## src/core/owd_pkg.sv

```systemverilog
// Purpose: Shared constants and types of the one-wire dimming control block
// Assumes: 100 MHz core clock
// Notes: Times are in ns, cycle counts are derived from them
package owd_pkg;
	// ==========================================
	// Clock and times
	localparam int unsigned CLK_PERIOD_NS = 10;
	localparam int unsigned EN_OFF_TIME_NS = 2500000; // Control line low
	localparam int unsigned DUTY_OFF_TIME_NS = 20000000; // Duty input low
	localparam int unsigned REDUCED_LIMIT_DURATION_NS = 5000000;
	localparam int unsigned SELECT_WAIT_TIME_NS = 100000;
	localparam int unsigned SELECT_LOW_TIME_NS = 260000;
	localparam int unsigned SELECT_WINDOW_TIME_NS = 1000000;
	localparam int unsigned BIT_MAX_TIME_NS = 588235; // One bit at 1.7 kbit/s
	localparam int unsigned ACK_TIME_NS = 400000; // Acknowledge low time

	// ==========================================
	// Cycle counts (least times round up, longest round down)
	localparam int unsigned EN_OFF_CYC = (EN_OFF_TIME_NS + CLK_PERIOD_NS - 1) / CLK_PERIOD_NS;
	localparam int unsigned DUTY_OFF_CYC = (DUTY_OFF_TIME_NS + CLK_PERIOD_NS - 1) / CLK_PERIOD_NS;
	localparam int unsigned REDUCED_LIMIT_CYC = REDUCED_LIMIT_DURATION_NS / CLK_PERIOD_NS;
	localparam int unsigned SELECT_WAIT_CYC = (SELECT_WAIT_TIME_NS + CLK_PERIOD_NS - 1) / CLK_PERIOD_NS;
	localparam int unsigned SELECT_LOW_CYC = (SELECT_LOW_TIME_NS + CLK_PERIOD_NS - 1) / CLK_PERIOD_NS;
	localparam int unsigned SELECT_WINDOW_CYC = SELECT_WINDOW_TIME_NS / CLK_PERIOD_NS;
	localparam int unsigned BIT_MAX_CYC = BIT_MAX_TIME_NS / CLK_PERIOD_NS;
	localparam int unsigned ACK_CYC = ACK_TIME_NS / CLK_PERIOD_NS;

	// ==========================================
	// Widths and pin input slots
	localparam int TMR_W = 32;
	localparam int PH_W = 20;
	localparam int N_IN = 5;
	localparam int IN_LOCKOUT = 0;
	localparam int IN_CTRL = 1;
	localparam int IN_DUTY = 2;
	localparam int IN_FB0 = 3;
	localparam int IN_FB1 = 4;
	localparam logic [N_IN-1:0] IN_RESET = 5'h01; // Lockout asserted, rest low

	// ==========================================
	// Command layout, received word is {data, address}
	localparam int CMD_BITS = 24;
	localparam int ADDR_W = 8;
	localparam int ADDR_LSB = 0;
	localparam int DATA_LSB = 8;
	localparam int ACK_REQ_POS = DATA_LSB + 10;
	localparam int CODE_W = 9;
	localparam int CODE_LSB = DATA_LSB;
	localparam logic [ADDR_W-1:0] TARGET_ADDRESS_BYTE = 8'h8F;
	localparam logic [CODE_W-1:0] CODE_DEFAULT = 9'h1FF;
	localparam logic [4:0] LAST_BIT = 5'h17;

	// ==========================================
	// State types
	typedef enum logic [2:0] {ST_OFF, ST_DETECT, ST_CHECK, ST_SOFT, ST_RUN, ST_HALT} owd_state_t;
	typedef enum logic [2:0] {RX_IDLE, RX_LOW, RX_HIGH, RX_EOF, RX_ACK} owd_rx_t;
endpackage

```

## src/core/owd_top.sv

```systemverilog
// Purpose: Enable, startup sequencing and one-wire brightness receiver
// Assumes: Pins are asynchronous to clk; analog parts sit outside
// Notes: Code output feeds the sink current DAC (current = code/511 of full scale)
`timescale 1ns/100ps
module owd_top
	import owd_pkg::*;
#(
	parameter int unsigned EN_OFF_CYC_P = owd_pkg::EN_OFF_CYC,
	parameter int unsigned DUTY_OFF_CYC_P = owd_pkg::DUTY_OFF_CYC,
	parameter int unsigned REDUCED_LIMIT_CYC_P = owd_pkg::REDUCED_LIMIT_CYC,
	parameter int unsigned SELECT_WAIT_CYC_P = owd_pkg::SELECT_WAIT_CYC,
	parameter int unsigned SELECT_LOW_CYC_P = owd_pkg::SELECT_LOW_CYC,
	parameter int unsigned SELECT_WINDOW_CYC_P = owd_pkg::SELECT_WINDOW_CYC,
	parameter int unsigned BIT_MAX_CYC_P = owd_pkg::BIT_MAX_CYC,
	parameter int unsigned ACK_CYC_P = owd_pkg::ACK_CYC
) (
	// Clock and reset
	input wire logic clk,
	input wire logic rst_n,
	// Pins and sensed levels
	input wire logic supply_lockout,
	input wire logic ctrl_line_in,
	input wire logic duty_in,
	input wire logic [1:0] sink_feedback_pin_gnd,
	// Open-drain acknowledge on the control line
	output logic ctrl_line_out,
	output logic ctrl_line_oe,
	// Startup and regulation status
	output logic device_on,
	output logic onewire_mode,
	output logic [1:0] chan_enable,
	output logic switching_on,
	output logic reduced_peak_limit,
	// Brightness
	output logic [owd_pkg::CODE_W-1:0] brightness_code,
	output logic cmd_accepted
);
	import owd_pkg::*;

	// ==========================================
	// Register set
	typedef struct packed {
		logic [N_IN-1:0] s1; // First sync stage
		logic [N_IN-1:0] s2;
		logic [N_IN-1:0] s3;
		logic [N_IN-1:0] lvl; // Filtered pin levels
		owd_state_t st;
		logic [TMR_W-1:0] tmr; // Window and soft start timer
		logic [TMR_W-1:0] en_lo; // Control line low time
		logic [TMR_W-1:0] dt_lo; // Duty input low time
		logic [TMR_W-1:0] sel_lo; // Selection low run
		logic onew;
		logic [CODE_W-1:0] code;
		logic [1:0] chan;
		logic sw;
		logic lim;
		owd_rx_t rx;
		logic [PH_W-1:0] ph; // Phase length counter
		logic [PH_W-1:0] lo_len; // Low phase of current bit
		logic [CMD_BITS-1:0] sh; // Command shift register
		logic [4:0] nbits;
		logic ack_oe;
		logic drv;
		logic ok;
		logic on; // Device on, kept in a flop so the port has no decode glitch
	} owd_regs_t;

	localparam owd_regs_t Q_RST = '{s1: IN_RESET, s2: IN_RESET, s3: IN_RESET, lvl: IN_RESET,
		st: ST_OFF, tmr: '0, en_lo: '0, dt_lo: '0, sel_lo: '0, onew: 1'b0, code: CODE_DEFAULT,
		chan: 2'h0, sw: 1'b0, lim: 1'b0, rx: RX_IDLE, ph: '0, lo_len: '0, sh: '0, nbits: 5'h00,
		ack_oe: 1'b0, drv: 1'b0, ok: 1'b0, on: 1'b0};

	owd_regs_t q_ff; // Registered state
	owd_regs_t nxt_q; // Next state
	logic [1:0] rst_sync_ff; // Reset release chain
	logic rst_core_n; // Synchronised reset
	logic [N_IN-1:0] agree; // Stages two and three match
	logic ctrl_fall;
	logic ctrl_rise;
	logic kill; // Shutdown request
	logic rx_on; // Receiver allowed
	logic take; // Bit decided this cycle
	logic bit_val;
	logic [CMD_BITS-1:0] word; // Shift value after a bit

	// ==========================================
	// Reset release
	// Asserts at once, releases two edges later
	always_ff @(posedge clk or negedge rst_n) begin
		if (!rst_n) begin
			rst_sync_ff <= 2'h0;
		end else begin
			rst_sync_ff <= {rst_sync_ff[0], 1'b1};
		end
	end
	assign rst_core_n = rst_sync_ff[1];

	// ==========================================
	// Next state
	always_comb begin
		nxt_q = q_ff;
		nxt_q.ok = 1'b0;
		take = 1'b0;
		bit_val = 1'b0;
		word = q_ff.sh;

		// Three stage sync, level moves when stages two and three agree
		nxt_q.s1 = {sink_feedback_pin_gnd, duty_in, ctrl_line_in, supply_lockout};
		nxt_q.s2 = q_ff.s1;
		nxt_q.s3 = q_ff.s2;
		agree = ~(q_ff.s2 ^ q_ff.s3);
		nxt_q.lvl = (agree & q_ff.s3) | (~agree & q_ff.lvl);
		ctrl_fall = q_ff.lvl[IN_CTRL] & ~nxt_q.lvl[IN_CTRL];
		ctrl_rise = ~q_ff.lvl[IN_CTRL] & nxt_q.lvl[IN_CTRL];

		// Low time counters, saturate just past their limit
		if (q_ff.lvl[IN_CTRL]) begin
			nxt_q.en_lo = '0;
		end else if (q_ff.en_lo <= TMR_W'(EN_OFF_CYC_P)) begin
			nxt_q.en_lo = q_ff.en_lo + 1'b1;
		end
		if (q_ff.lvl[IN_DUTY]) begin
			nxt_q.dt_lo = '0;
		end else if (q_ff.dt_lo <= TMR_W'(DUTY_OFF_CYC_P)) begin
			nxt_q.dt_lo = q_ff.dt_lo + 1'b1;
		end

		// Either line's timeout or lockout forces shutdown
		kill = q_ff.lvl[IN_LOCKOUT]
			| (~q_ff.lvl[IN_CTRL] & (q_ff.en_lo > TMR_W'(EN_OFF_CYC_P)))
			| (~q_ff.lvl[IN_DUTY] & (q_ff.dt_lo > TMR_W'(DUTY_OFF_CYC_P)));

		// Startup sequence
		case (q_ff.st)
			ST_OFF: begin
				// All three conditions needed to leave shutdown
				if (~q_ff.lvl[IN_LOCKOUT] & q_ff.lvl[IN_CTRL] & q_ff.lvl[IN_DUTY]) begin
					nxt_q.st = ST_DETECT;
					nxt_q.tmr = '0;
					nxt_q.sel_lo = '0;
				end
			end
			ST_DETECT: begin
				// Window opens on entry to this state, once all three start conditions hold
				nxt_q.tmr = q_ff.tmr + 1'b1;
				if (~q_ff.lvl[IN_CTRL] & (q_ff.tmr >= TMR_W'(SELECT_WAIT_CYC_P))) begin
					nxt_q.sel_lo = q_ff.sel_lo + 1'b1;
				end else begin
					nxt_q.sel_lo = '0;
				end
				// Low run long enough inside the window selects one-wire
				if ((q_ff.sel_lo > TMR_W'(SELECT_LOW_CYC_P)) & (q_ff.tmr < TMR_W'(SELECT_WINDOW_CYC_P))) begin
					nxt_q.onew = 1'b1;
				end
				// Without the pattern, duty-input dimming stays selected
				if (q_ff.tmr >= TMR_W'(SELECT_WINDOW_CYC_P)) begin
					nxt_q.st = ST_CHECK;
				end
			end
			ST_CHECK: begin
				// Grounded sinks leave regulation before soft start
				nxt_q.chan = ~q_ff.lvl[IN_FB1:IN_FB0];
				if (&q_ff.lvl[IN_FB1:IN_FB0]) begin
					nxt_q.st = ST_HALT;
				end else begin
					nxt_q.st = ST_SOFT;
					nxt_q.tmr = '0;
					nxt_q.sw = 1'b1;
					nxt_q.lim = 1'b1;
				end
			end
			ST_SOFT: begin
				// Reduced limit for the first part of switching
				nxt_q.tmr = q_ff.tmr + 1'b1;
				if (q_ff.tmr >= TMR_W'(REDUCED_LIMIT_CYC_P - 1)) begin
					nxt_q.st = ST_RUN;
					nxt_q.lim = 1'b0;
				end
			end
			ST_RUN: begin
				// Regulating; only shutdown leaves
				nxt_q.st = ST_RUN;
			end
			ST_HALT: begin
				// Both channels unusable, stay off until shutdown
				nxt_q.chan = 2'h0;
				nxt_q.code = CODE_DEFAULT;
			end
			default: begin
				nxt_q.st = ST_OFF;
			end
		endcase

		// ==========================================
		// One-wire receiver
		// Only once one-wire is selected and the sinks are checked
		rx_on = q_ff.onew & ((q_ff.st == ST_SOFT) | (q_ff.st == ST_RUN));
		if (rx_on) begin
			case (q_ff.rx)
				RX_IDLE: begin
					// Line high between bits; a long high drops a partial frame
					if (ctrl_fall) begin
						nxt_q.rx = RX_LOW;
						nxt_q.ph = '0;
					end else if (q_ff.nbits != 5'h00) begin
						nxt_q.ph = q_ff.ph + 1'b1;
						if (q_ff.ph >= PH_W'(BIT_MAX_CYC_P)) begin
							nxt_q.nbits = 5'h00;
							nxt_q.ph = '0;
						end
					end
				end
				RX_LOW: begin
					// Measure the low phase of the bit
					if (ctrl_rise) begin
						nxt_q.rx = RX_HIGH;
						nxt_q.lo_len = q_ff.ph;
						nxt_q.ph = '0;
					end else if (q_ff.ph >= PH_W'(BIT_MAX_CYC_P)) begin
						// Slower than the lowest rate: not a bit
						nxt_q.nbits = 5'h00;
						nxt_q.rx = RX_EOF;
					end else begin
						nxt_q.ph = q_ff.ph + 1'b1;
					end
				end
				RX_HIGH: begin
					// Ratio of the two phases gives the value, whatever the rate
					if (ctrl_fall) begin
						take = 1'b1;
						bit_val = 1'b0;
						nxt_q.rx = RX_LOW;
						nxt_q.ph = '0;
					end else if (q_ff.ph >= q_ff.lo_len) begin
						take = 1'b1;
						bit_val = 1'b1;
						nxt_q.rx = RX_IDLE;
						nxt_q.ph = '0;
					end else begin
						nxt_q.ph = q_ff.ph + 1'b1;
					end
				end
				RX_EOF: begin
					// Wait for the line to return high
					if (q_ff.lvl[IN_CTRL] & ~ctrl_fall) begin
						nxt_q.rx = RX_IDLE;
						nxt_q.ph = '0;
					end
				end
				RX_ACK: begin
					// Hold the line low for the acknowledge time
					nxt_q.ph = q_ff.ph + 1'b1;
					if (q_ff.ph >= PH_W'(ACK_CYC_P - 1)) begin
						nxt_q.ack_oe = 1'b0;
						nxt_q.rx = RX_EOF;
					end
				end
				default: begin
					nxt_q.rx = RX_IDLE;
				end
			endcase

			// New bit enters at the top so the first bit ends at bit 0
			if (take) begin
				word = {bit_val, q_ff.sh[CMD_BITS-1:1]};
				nxt_q.sh = word;
				if (q_ff.nbits == LAST_BIT) begin
					nxt_q.nbits = 5'h00;
					// A final zero bit ends on a low; let it finish
					nxt_q.rx = bit_val ? RX_IDLE : RX_EOF;
					if (word[ADDR_LSB +: ADDR_W] == TARGET_ADDRESS_BYTE) begin
						// Unused bits ignored; any value taken
						nxt_q.code = word[CODE_LSB +: CODE_W];
						nxt_q.ok = 1'b1;
						if (word[ACK_REQ_POS]) begin
							nxt_q.rx = RX_ACK;
							nxt_q.ack_oe = 1'b1;
							nxt_q.ph = '0;
						end
					end
				end else begin
					nxt_q.nbits = q_ff.nbits + 1'b1;
				end
			end
		end else begin
			// Receiver parked; any partial frame is lost
			nxt_q.rx = RX_IDLE;
			nxt_q.nbits = 5'h00;
			nxt_q.ph = '0;
			nxt_q.ack_oe = 1'b0;
		end

		// Shutdown clears state, mode, code, channels, switching, limit and receiver control
		if (kill) begin
			nxt_q.st = ST_OFF;
			nxt_q.onew = 1'b0;
			nxt_q.code = CODE_DEFAULT;
			nxt_q.chan = 2'h0;
			nxt_q.sw = 1'b0;
			nxt_q.lim = 1'b0;
			nxt_q.rx = RX_IDLE;
			nxt_q.nbits = 5'h00;
			nxt_q.ack_oe = 1'b0;
			nxt_q.ok = 1'b0;
		end
		nxt_q.drv = 1'b0; // Open drain only ever pulls low
		// On in every state but shutdown and halt, taken from the next state
		nxt_q.on = (nxt_q.st != ST_OFF) & (nxt_q.st != ST_HALT);
	end

	// ==========================================
	// State register
	always_ff @(posedge clk or negedge rst_core_n) begin
		if (!rst_core_n) begin
			q_ff <= Q_RST;
		end else begin
			q_ff <= nxt_q;
		end
	end

	// ==========================================
	// Outputs, all straight from the register
	assign ctrl_line_out = q_ff.drv;
	assign ctrl_line_oe = q_ff.ack_oe;
	assign device_on = q_ff.on;
	assign onewire_mode = q_ff.onew;
	assign chan_enable = q_ff.chan;
	assign switching_on = q_ff.sw;
	assign reduced_peak_limit = q_ff.lim;
	// Sink DAC scales full-scale current by this code over 511
	assign brightness_code = q_ff.code;
	assign cmd_accepted = q_ff.ok;
endmodule

```

## config.mk

```make
export PLATFORM = sky130hd
export DESIGN_NAME = owd_top
export DESIGN_NICKNAME = d
export VERILOG_FILES = /design/src/core/owd_pkg.sv /design/src/core/owd_top.sv
export SDC_FILE = /design/constraint.sdc
export NUM_CORES = 1
export LEC_CHECK = 0
export BUFFER_PORTS_ARGS = -buffer_cell sky130_fd_sc_hd__buf_2
export CAP_MARGIN = 20
export CORE_MARGIN = 10
export CORE_UTILIZATION = 50
export CTS_BUF_LIST = sky130_fd_sc_hd__clkbuf_8 sky130_fd_sc_hd__clkbuf_16
export DETAILED_ROUTE_END_ITERATION = 8
export GPL_ROUTABILITY_DRIVEN = 0
export PLACE_DENSITY = 0.68
export SLEW_MARGIN = 15
export SYNTH_ARGS = -nofsm -noshare
export SYNTH_HDL_FRONTEND = slang
export SYNTH_SLANG_ARGS = --single-unit
```

## constraint.sdc

```tcl
create_clock -name clk -period 6.5 [get_ports clk]
set_input_delay 1.3 -clock clk [delete_from_list [all_inputs] [get_ports clk]]
set_output_delay 1.3 -clock clk [all_outputs]
set_load 0.005 [all_outputs]
```

==> out/metrics.cfg, run 1 <==
[cts]
cts_tree=yes
cts_setup_buffers=0
cts-root-buf=clkbuf_16
clock_latency_ps=540
clock_path_buffers=3
cts_hold_buffers=0
cts_resized=0
numCtsBuffers=27
clk_pin_slew_worst_paths_ps=60
h-tree-depth=1
clkSinkCount=241

[hold_path]
hold_class=reg -> reg
min_from=rst_sync_ff[0]$_DFF_PN0_
whs_path_depth=0
hold_end=rst_sync_ff[1]$_DFF_PN0_

[final_layout]
diodes=0
fill_cells=2117
drive_gt1_share_pct=12.4
nets=1279
syn_to_final_growth_pct=9.36

[global_route]
grt_pass1_vias=8690
grt_use_total_pct=15.7
grt_max_degree=186
grt_pass1_wl_mm=42.4
antenna_found_initial=0
overflow=0

[setup_path]
path_class=reg -> reg
r2r_start=q_ff[53]$_DFF_PN0_
critPathArrivalTime_ps=3800
end_kind=register
r2r-end=q_ff[65]$_DFF_PN0_
critPathMaxStageDelay_ps=830
crit_path_top_delay_cell=o211ai_2
cp-startpoint=q_ff[53]$_DFF_PN0_
path_cells=inv_1 > ha_1 > nand2b_1 > a2111o_1 > o2111ai_1 > nand4_2 > o211ai_2 > o21ai_0 > a311oi_1
r2r_cells=9
cp-start-kind=register
path_max_fanout=22
r2r_slack_ps=3110
critical_path_required_ps=6910

[floorplanning]
dieArea_sq_um=31100
die_h_microns=176
core_area_sq_um=24200
num_io_pins=25
start_util_pct=50.6
fp-row-count=57
die_w_microns=176

[power_and_ir_drop]
ir_drop_uv=200
p_leak_nw=5.82
pwr_density_cell_nw_per_um2=238

[sta]
worst_pin_slew_ps=1040
finalClockSkew_ps=26.4
relSlewSlack_pct=30.5
hold_viol_final=0
max_freq_ghz=0.295
timing.final.crit_share_pct=52.1
maxSlewViolCount=0
finalSetupViolCount=0
setup_tns_ps=0
period_minus_slack_ps=3390
holdWs_ps=353
rsz0062_at_grt=false

[flow_run]
drv_cap=0

[route]
vias_per_cell=5.71
vias=9047
routed_wl_mm=24.1
drc=0
avgRoutedWirePerCell_microns=15.2
dr.pass1.iters=5
first_iter_violations=562
detail-route-antenna-nets=0

[yosys]
synth_top_area_share_pct=46.6
yosysWarnings=0
ys.flop_type=dfrtp_1
synth-seq-area-share_pct=49.4
synth.distinct_cells=81
synth.largest_area_cell=dfrtp_1
synth-seq-cells=241
synth_area_sq_um=12200
syn_inst=1247
synth.area.top_cells=dfrtp_1 47%, nor2_1 4.0%, mux2_2 3.8%
syn_avg_cell_area_sq_um=9.81
postSynth.asyncResetShare_pct=100
synthesis.nets=1286
synth_edf_count=0

[placement]
port_buffers=23
dp_hpwl_mm=15.4

[run_status]
status=completed

-- synth_stat cells, types with 4 or more instances --
library cell,number
a211oi_1,12
maj3_1,4
and3_1,25
nor3b_1,11
o21a_1,4
nand2b_1,11
nor3_1,25
o221ai_1,4
o21ai_0,85
nor4_1,24
and4_1,11
dfrtp_1,228
dfstp_2,13
mux2_2,41
a31oi_1,14
nor2b_1,38
nand4_1,34
ha_1,32
xor2_1,32
nand2_1,101
clkbuf_1,34
a311oi_1,15
nor2_1,132
and2_1,11
a22o_1,4
a21o_1,5
xnor2_1,25
a41oi_1,8
inv_1,47
a21oi_1,44
nand3_1,50
o41ai_1,5
o31ai_1,16
buf_2,13
buf_4,15
or3_1,10
-- cell type report --
| type | instances | area [sq um] | share of cell area [%] |
|---|---|---|---|
| clock buffers | 29 | 703 | 5.25 |
| clock inverters | 21 | 181 | 1.36 |
| repair buffers | 31 | 188 | 1.40 |
| inverters | 47 | 176 | 1.32 |
| well taps | 324 | 405 | 3.03 |
| flip-flops and latches | 241 | 6050 | 45.2 |
| multi-input cells | 892 | 5680 | 42.4 |
-- worst max-delay path by stage --
stage                         end  slack [ps]  cells past startpoint
6_report       q_ff[65]$_DFF_PN0_        3110                      9
5_1_grt        q_ff[65]$_DFF_PN0_        2730                      9
4_1_cts        q_ff[65]$_DFF_PN0_        3100                      9
3_5_place_dp   q_ff[65]$_DFF_PN0_        3130                      9
3_3_place_gp   q_ff[65]$_DFF_PN0_        3300                      9
2_1_floorplan           async pin        2550                      0
-- sequential cells by signal (all words and copies together), names as in the netlist, named ones only --
register / flops
ctrl_line_oe: 1
reduced_peak_limit: 1
chan_enable: 2
rst_sync_ff: 2
brightness_code: 9
nxt_q: 10
onewire_mode: 1
switching_on: 1
q_ff: 208
cmd_accepted: 1
device_on: 1
-- stage by stage --
| stage | setup slack [ps] | utilization, % | std cells | total power (W) | instance area (sq um) |
|---|---|---|---|---|---|
| floorplan | 2550 | - | 1247 | 0.00167 | 12200 |
| global placement | 3300 | 51.7 | 1535 | 0.00172 | 12500 |
| detailed placement | 3130 | 51.7 | 1535 | 0.00172 | 12500 |
| CTS | 3100 | 55.3 | 1585 | 0.00324 | 13400 |
| global route | 2730 | 55.4 | 1585 | 0.00332 | 13400 |
| finish | 3110 | 55.4 | 1585 | 0.00319 | 13400 |
-- cell families after synthesis --
kind of cell / Yosys count / share of synthesized area [%]
simple gates: 510 / 21.5
compound gates: 245 / 13.2
flops: 241 / 49.4
buf+inv: 114 / 4.28
xor+xnor: 57 / 4.08
mux: 42 / 3.85
fa+ha+maj: 36 / 3.60
other cells: 2 / 0.0614
-- cell usage in the layout (no fill, tap or decap), types with 34 or more instances in the layout --
cell type  synthesis  routed
inv_1             47      54
o21ai_0           85      85
nor2_1           132     132
a21oi_1           44      44
nor2b_1           38      38
dfrtp_1          228     227
mux2_2            41      41
nand3_1           50      50
nand2_1          101     101
nand4_1           34      34
-- worst max-delay path, delay by kind of cell, from the launching register on --
kind / cells / cell delay (ps)
AOI/OAI and AO/OA: 5 / 1910
and+or+nand+nor: 2 / 530
DFF: 1 / 430
adders and majority gates: 1 / 270
buffers and inverters: 1 / 110
-- per-layer routing --
metal  share of wire, %  global-route usage, %
met1                 48                   21.9
met2                 47                   25.3
met3                3.6                   2.33
met4                1.2                   3.61
met5                  0                      0
-- power breakdown --
| part | internal (W) | switching [W] | total [W] |
|---|---|---|---|
| Clock | 0.000897 | 0.000604 | 0.00150 |
| Sequential | 0.00152 | 0.0000316 | 0.00156 |
| Combinational | 0.0000369 | 0.0000965 | 0.000133 |
| Total | 0.00246 | 0.000732 | 0.00319 |
Note: power is estimated with default switching activity, not from simulation.
==> run 2, diff against run 1 <==
--- a/config.mk
+++ b/config.mk
@@ -5,6 +5,7 @@
 export SDC_FILE = /design/constraint.sdc
 export NUM_CORES = 1
 export LEC_CHECK = 0
+export ABC_AREA = 1
 export BUFFER_PORTS_ARGS = -buffer_cell sky130_fd_sc_hd__buf_2
 export CAP_MARGIN = 20
 export CORE_MARGIN = 10
@@ -12,7 +13,7 @@
 export CTS_BUF_LIST = sky130_fd_sc_hd__clkbuf_8 sky130_fd_sc_hd__clkbuf_16
 export DETAILED_ROUTE_END_ITERATION = 8
 export GPL_ROUTABILITY_DRIVEN = 0
-export PLACE_DENSITY = 0.68
+export PLACE_DENSITY = 0.66
 export SLEW_MARGIN = 15
 export SYNTH_ARGS = -nofsm -noshare
 export SYNTH_HDL_FRONTEND = slang
==> constraint.sdc (replaced) <==
create_clock -name clk -period 3.3 [get_ports clk]
set_input_delay 0.66 -clock clk [delete_from_list [all_inputs] [get_ports clk]]
set_output_delay 0.66 -clock clk [all_outputs]
set_load 0.005 [all_outputs]
==> run 2 against run 1 <==
Effect of this change: sequential share of layout area decreased by 5.9 points; worst hold slack got worse by 140 ps; setup slack got worse by 2400 ps; clock skew decreased by 1.3 ps; global-route usage increased by 3.1 points; combinational power increased by 140%; critical endpoint is now q_ff[63]$_DFF_PN0_; fmax increased by 30%; synthesized cell count increased by 51%.
==> out/metrics.cfg, run 2 <==
[cts]
h-tree-depth=1  ; unchanged
clkSinkCount=241  ; unchanged
clock_latency_ps=550  ; was 540 ps
numCtsBuffers=28  ; was 27
cts_setup_buffers=0  ; unchanged
clock_path_buffers=3  ; unchanged
cts_resized=0  ; unchanged
cts-root-buf=clkbuf_16  ; unchanged
cts_tree=yes  ; unchanged
clk_pin_slew_worst_paths_ps=60  ; about the same

[route]
avgRoutedWirePerCell_microns=14.6  ; was 15.2 microns
vias_per_cell=5.34  ; was 5.71
dr.pass1.iters=5  ; unchanged
routed_wl_mm=33.5  ; was 24.1 mm
detail-route-antenna-nets=0  ; unchanged
first_iter_violations=1068  ; was 562
vias=12300  ; was 9047
drc=0  ; unchanged

[setup_path]
crit_path_top_delay_cell=nand2_1  ; was o211ai_2
critPathMaxStageDelay_ps=500  ; was 830 ps
worst-path-buf-inv=1  ; unchanged
path_class=reg -> reg  ; unchanged
cp-start-kind=register  ; unchanged
end_kind=register  ; unchanged
critPathArrivalTime_ps=3100  ; was 3800 ps
critical_path_required_ps=3780  ; was 6910 ps
path_max_fanout=14  ; was 22
path_delay_family=simple AND/OR/NAND/NOR gates  ; was compound AO/OA/AOI/OAI gates
path_cells=ha_1 > nand2_1 > nor2_1 > nand2_1 > inv_1 > nand2_1 > nand3_1 > nor2_1 > nand3_2 > nand3_1 > nor2_1 > nand2_1 > nand3_1 > nor2_1  ; was inv_1 > ha_1 > nand2b_1 > a2111o_1 > o2111ai_1 > nand4_2 > o211ai_2 > o21ai_0 > a311oi_1

[global_route]
grt_max_degree=70  ; was 186
grt_use_total_pct=18.7  ; was 15.7%
overflow=0  ; unchanged
grt_pass1_vias=11600  ; was 8690
antenna_found_initial=0  ; unchanged
grt_pass1_wl_mm=56.7  ; was 42.4 mm

[yosys]
yosysWarnings=0  ; unchanged
syn_avg_cell_area_sq_um=7.40  ; was 9.81 sq um
synth_edf_count=0  ; unchanged
yosysMostFrequentCell=nand2_1  ; was dfrtp_1
ys.flop_type=dfrtp_1  ; unchanged
synth-seq-area-share_pct=43.4  ; was 49.4%
synth-seq-cells=241  ; unchanged
synth.area.top_cells=dfrtp_1 41%, nand2_1 12%, inv_1 7.0%  ; was dfrtp_1 47%, nor2_1 4.0%, mux2_2 3.8%
synth.largest_area_cell=dfrtp_1  ; unchanged
synth_top_area_share_pct=40.9  ; was 46.6%
synth_area_sq_um=13900  ; was 12200 sq um
synth.distinct_cells=52  ; was 81
synthTopCellsByCount=440 x nand2_1, 261 x inv_1, 228 x dfrtp_1, 226 x nor2_1, 115 x nand3_1  ; was 228 x dfrtp_1, 132 x nor2_1, 101 x nand2_1, 85 x o21ai_0, 50 x nand3_1
postSynth.asyncResetShare_pct=100  ; unchanged
syn_inst=1885  ; was 1247
synthesis.nets=1924  ; was 1286

[flow_run]
drv_cap=0  ; unchanged

[floorplanning]
fp-row-count=61  ; was 57
die_w_microns=187  ; was 176 microns
die_h_microns=187  ; was 176 microns
num_io_pins=25  ; unchanged
core_area_sq_um=27600  ; was 24200 sq um
dieArea_sq_um=35000  ; was 31100 sq um
start_util_pct=50.5  ; was 50.6%

[final_layout]
diodes=0  ; unchanged
layout.cells.most_common=nand2_1  ; was dfrtp_1
syn_to_final_growth_pct=10.3  ; was 9.36%
final_cell_mix=440 x nand2_1, 265 x inv_1, 227 x dfrtp_1  ; was 227 x dfrtp_1, 132 x nor2_1, 101 x nand2_1
largest_register_ffs=208  ; unchanged
fin_util_pct=55.7  ; was 55.4%
regMostFlops=q_ff  ; unchanged
drive_gt1_share_pct=8.70  ; was 12.4%
nets=1936  ; was 1279

[sta]
finalClockSkew_ps=25.1  ; was 26.4 ps
maxSlewViolCount=0  ; unchanged
relSlewSlack_pct=48.1  ; was 30.5%
setup_tns_ps=0  ; unchanged
worst_pin_slew_ps=779  ; was 1040 ps
period_minus_slack_ps=2620  ; was 3390 ps
timing.final.crit_share_pct=79.2  ; was 52.1%
rsz0062_at_grt=false  ; unchanged
hold_viol_final=0  ; unchanged
max_freq_ghz=0.382  ; was 0.295 GHz
finalSetupViolCount=0  ; unchanged

[power_and_ir_drop]
seq_power_share_pct=45.6  ; was 48.7%
swShare_pct=23.5  ; was 23.0%
comb_power_share_pct=4.8  ; was 4.2%
p_int_w=0.00512  ; was 0.00246 W
pwr-share-clk_pct=49.6  ; was 47.1%
pwr_density_cell_nw_per_um2=435  ; was 238 nW/um^2
p_leak_nw=7.03  ; was 5.82 nW
switching_power_w=0.00157  ; was 0.000732 W
ir_drop_uv=351  ; was 200 uV

[hold_path]
hold_class=in -> reg  ; was reg -> reg

[placement]
dp_hpwl_mm=24.0  ; was 15.4 mm
port_buffers=23  ; unchanged

[run_status]
status=completed  ; unchanged

-- run 2: cell count changes after synthesis, sizes merged, moves of 25 or more --
cell,previous run,this run
o21ai,88,117
nor2b,38,0
and3,26,1
nor3,25,71
mux2,41,0
nor2,133,234
nand2,101,447
inv,47,278
a21oi,44,89
nand3,50,120
-- run 2: logic make-up (layout without fill, tap and decap cells) --
kind of cell / Yosys count / count (layout) / synth area share (%)
AO/OA/AOI/OAI: 270 / 270 / 10.8
XOR/XNOR: 44 / 44 / 2.76
adder cells (fa/ha/maj): 36 / 36 / 3.16
buffers and inverters: 339 / 373 / 9.86
flip-flops: 241 / 241 / 43.4
other: 2 / 2 / 0.0539
AND/OR/NAND/NOR: 953 / 953 / 30.0
-- run 2: timing repair --
item | CTS | global route
endpoints found under the setup margin | 0 | 0
hold endpoints to repair | 2 | 0
hold buffers | 1 | 0
-- run 2: per-stage QoR --
stage	cell area (sq um)	setup slack, ps	hold WS, ps	std cells	power [W]
after CTS	15400	691	196	2297	0.00678
after global routing	15400	379	191	2297	0.00693
after detailed placement	14400	731	337	2244	0.00343
final	15400	685	216	2297	0.00670
after floorplan	13900	879	331	1885	0.00331
after global placement	14400	805	333	2244	0.00342
-- run 2: routing by layer --
metal / GRT usage, % / routed length [microns] / vias to the layer above
li1: - / - / 6114
met1: 26.2 / 16100 / 5754
met2: 30.0 / 15000 / 345
met3: 2.48 / 1840 / 44
met4: 5.06 / 580 / 0
met5: 0 / 0 / -
-- run 2: worst paths after layout --
path	cells after the start	to	startpoint	slack (ps)
hold reg to reg	0	nxt_q[230]$_DFF_PN0_	nxt_q[235]$_DFF_PN0_	350
max in group asynchronous	1	q_ff[212]$_DFFE_PN0P_	rst_sync_ff[1]$_DFF_PN0_	1980
hold / removal	1	nxt_q[231]$_DFF_PN1_	supply_lockout	220
min in group asynchronous	0	q_ff[125]$_DFFE_PN0N_	rst_sync_ff[1]$_DFF_PN0_	380
setup / recovery	14	q_ff[63]$_DFF_PN0_	q_ff[68]$_DFF_PN0_	680
setup reg to reg	14	q_ff[63]$_DFF_PN0_	q_ff[68]$_DFF_PN0_	680
-- run 2: area by class of cell --
class | count | area [sq um]
Clock buffer | 32 | 767
Multi-Input combinational cell | 1305 | 6520
Inverter | 278 | 1040
Sequential cell | 241 | 6050
Fill cell | 2614 | 12200
Clock inverter | 20 | 231
Timing Repair Buffer | 43 | 293
Tap cell | 378 | 473
-- run 2: power groups by stage --
stage	registers (W)	logic [W]	clock network [W]
4_1_cts	0.00305	0.000325	0.00340
3_5_place_dp	0.00311	0.000324	0
2_1_floorplan	0.00312	0.000197	0
6_report	0.00305	0.000322	0.00332
3_3_place_gp	0.00310	0.000318	0
5_1_grt	0.00306	0.000364	0.00351
==> run 3, diff against run 2 <==
==> constraint.sdc (replaced) <==
create_clock -name clk -period 2.5 [get_ports clk]
set_input_delay 0.5 -clock clk [delete_from_list [all_inputs] [get_ports clk]]
set_output_delay 0.5 -clock clk [all_outputs]
set_load 0.005 [all_outputs]
==> run 3 against run 2 <==
Effect of this change: via count rose by 1.0%; clock skew decreased by 16 ps; non-clock buffer count is 28 higher; flip-flop and latch count stayed put; critical endpoint is now cmd_accepted$_DFF_PN0_; largest power group unchanged.
==> out/metrics.cfg, run 3 (synthesis results as in run 2) <==
[final_layout]
nets=1963  ; was 1936
largest_register_ffs=208  ; unchanged
regMostFlops=q_ff  ; unchanged
drive_gt1_share_pct=9.98  ; was 8.70%
final_cell_mix=439 x nand2_1, 265 x inv_1, 227 x dfrtp_1  ; was 440 x nand2_1, 265 x inv_1, 227 x dfrtp_1
diodes=0  ; unchanged
syn_to_final_growth_pct=11.7  ; was 10.3%
layout.cells.most_common=nand2_1  ; unchanged

[sta]
period_minus_slack_ps=2270  ; was 2620 ps
setup_tns_ps=0  ; unchanged
max_freq_ghz=0.441  ; was 0.382 GHz
finalSetupViolCount=0  ; unchanged
setup_slack_ps=234  ; was 685 ps
timing.final.crit_share_pct=90.6  ; was 79.2%
rsz0062_at_grt=false  ; unchanged
maxSlewViolCount=0  ; unchanged
hold_viol_final=0  ; unchanged
finalClockSkew_ps=8.75  ; was 25.1 ps
worst_pin_slew_ps=661  ; was 779 ps
relSlewSlack_pct=55.5  ; was 48.1%

[global_route]
grt_max_degree=96  ; was 70
antenna_found_initial=0  ; unchanged
overflow=0  ; unchanged
grt_pass1_wl_mm=58.4  ; was 56.7 mm
grt_use_total_pct=19.4  ; was 18.7%
grt_pass1_vias=12000  ; was 11.6k

[route]
drc=0  ; unchanged
routed_wl_mm=34.3  ; was 33.5 mm
detail-route-antenna-nets=0  ; unchanged
first_iter_violations=1115  ; was 1068
vias_per_cell=5.33  ; was 5.34
avgRoutedWirePerCell_microns=14.8  ; was 14.6 microns
dr.pass1.iters=8  ; was 5
vias=12400  ; was 12.3k

[setup_path]
path_class=reg -> reg  ; unchanged
crit_path_top_delay_cell=dfrtp_1  ; was nand2_1
critPathArrivalTime_ps=2750  ; was 3100 ps
r2r_cells=13  ; was 14
cp-start-kind=register  ; unchanged
path_max_fanout=11  ; was 14
r2r-end=cmd_accepted$_DFF_PN0_  ; was q_ff[63]$_DFF_PN0_
critical_path_required_ps=2980  ; was 3780 ps
r2r_start=q_ff[72]$_DFF_PN0_  ; was q_ff[68]$_DFF_PN0_
path_cells=ha_1 > nand2_1 > nor2_1 > nand2_1 > nor2_1 > nand2_1 > nand2_1 > nor2_2 > nand3_2 > nand3_1 > buf_4 > nor3_1 > buf_4  ; was ha_1 > nand2_1 > nor2_1 > nand2_1 > inv_1 > nand2_1 > nand3_1 > nor2_1 > nand3_2 > nand3_1 > nor2_1 > nand2_1 > nand3_1 > nor2_1
r2r_slack_ps=230  ; was 680 ps
path_delay_family=simple AND/OR/NAND/NOR gates  ; unchanged
worst-path-buf-inv=2  ; was 1
end_kind=register  ; unchanged
cpMostUsedCell=nand2_1
critPathMaxStageDelay_ps=420  ; was 500 ps

[cts]
cts-root-buf=clkbuf_16  ; unchanged
numCtsBuffers=27  ; was 28
clock_path_buffers=3  ; unchanged
cts_setup_buffers=0  ; unchanged
cts_tree=yes  ; unchanged
h-tree-depth=1  ; unchanged
clkSinkCount=241  ; unchanged
clk_pin_slew_worst_paths_ps=70  ; was 60 ps
clock_latency_ps=540  ; was 550 ps

[placement]
port_buffers=23  ; unchanged
dp_hpwl_mm=24.5  ; was 24.0 mm
dp_worst_setup_slack_ps=183  ; was 731 ps

[flow_run]
drv_cap=0  ; unchanged

[power_and_ir_drop]
ir_drop_uv=531  ; was 351 uV
seq_power_share_pct=45.4  ; was 45.6%
pwr-share-clk_pct=49.5  ; was 49.6%
switching_power_w=0.00205  ; was 0.00157 W
p_leak_nw=7.14  ; was 7.03 nW
p_int_w=0.00678  ; was 0.00512 W
swShare_pct=23.2  ; was 23.5%
pwr_density_cell_nw_per_um2=567  ; was 435 nW/um^2
comb_power_share_pct=5.1  ; was 4.8%
p_total_w=0.00883  ; was 0.00670 W

[floorplanning]
die_w_microns=187  ; unchanged
dieArea_sq_um=35000  ; unchanged
num_io_pins=25  ; unchanged
core_area_sq_um=27600  ; unchanged
fp-row-count=61  ; unchanged
die_h_microns=187  ; unchanged
start_util_pct=50.5  ; unchanged

[hold_path]
min_from=supply_lockout  ; unchanged
hold_class=in -> reg  ; unchanged
whs_path_depth=1  ; unchanged
hold_end=nxt_q[231]$_DFF_PN1_  ; unchanged

[run_status]
status=completed  ; unchanged

## run 3: metrics by stage
stage	util (%)	std cells	hold slack [ps]	cell area (sq um)
floorplan	-	1885	204	13900
global placement	52.7	2272	138	14600
detailed placement	52.7	2272	143	14600
CTS	56.3	2321	38.5	15600
global route	56.4	2321	40.7	15600
finish	56.4	2321	60.3	15600
## run 3: layout make-up
| cell class | count | area [sq um] |
|---|---|---|
| fillers | 2576 | 12100 |
| multi-input cells | 1305 | 6540 |
| flip-flops and latches | 241 | 6050 |
| inverters | 278 | 1040 |
| clock buffers | 28 | 689 |
| repair buffers | 71 | 494 |
| well taps | 378 | 473 |
| clock inverters | 20 | 283 |
## run 3: worst reg2reg max path: cells and delay by family (launching register included)
family	cells	cell delay, ps
adder cells (fa/ha/maj)	1	310
AND/OR/NAND/NOR	10	1130
buffers and inverters	2	370
flip-flops	1	420
## run 3: how the worst max path moves through the flow
stage | startpoint | slack [ps] | end | cells past startpoint
after CTS | q_ff[72]$_DFF_PN0_ | 150 | q_ff[53]$_DFF_PN0_ | 14
after floorplan | rst_sync_ff[1]$_DFF_PN0_ | 80 | async pin | 0
after global routing | q_ff[48]$_DFFE_PN0P_ | 10 | q_ff[60]$_DFF_PN0_ | 16
after detailed placement | q_ff[72]$_DFF_PN0_ | 180 | q_ff[53]$_DFF_PN0_ | 14
final | q_ff[72]$_DFF_PN0_ | 230 | cmd_accepted$_DFF_PN0_ | 13
after global placement | q_ff[72]$_DFF_PN0_ | 250 | q_ff[4]$_DFFE_PN0P_ | 12
## run 3: layer usage
metal	wire [microns]	up-vias	GRT usage [%]	share of wire, %
met5	0	-	0	0
met2	15500	340	31.1	45
met4	580	0	4.16	1.7
li1	-	6182	-	-
met1	16200	5805	27.4	47
met3	1990	52	2.59	5.8
## run 3: timing repair
item | CTS | global route
gates resized for setup | 0 | 5
hold endpoints to repair | 2 | 0
setup endpoints to repair | 0 | 27
hold buffers | 1 | 0
## run 3: power groups by stage
stage / Combinational, W / Clock (W) / Sequential (W)
after global routing: 0.000511 / 0.00463 / 0.00401
after detailed placement: 0.000458 / 0 / 0.00408
final: 0.000453 / 0.00437 / 0.00401
after CTS: 0.000460 / 0.00446 / 0.00400
after floorplan: 0.000261 / 0 / 0.00411
after global placement: 0.000451 / 0 / 0.00407
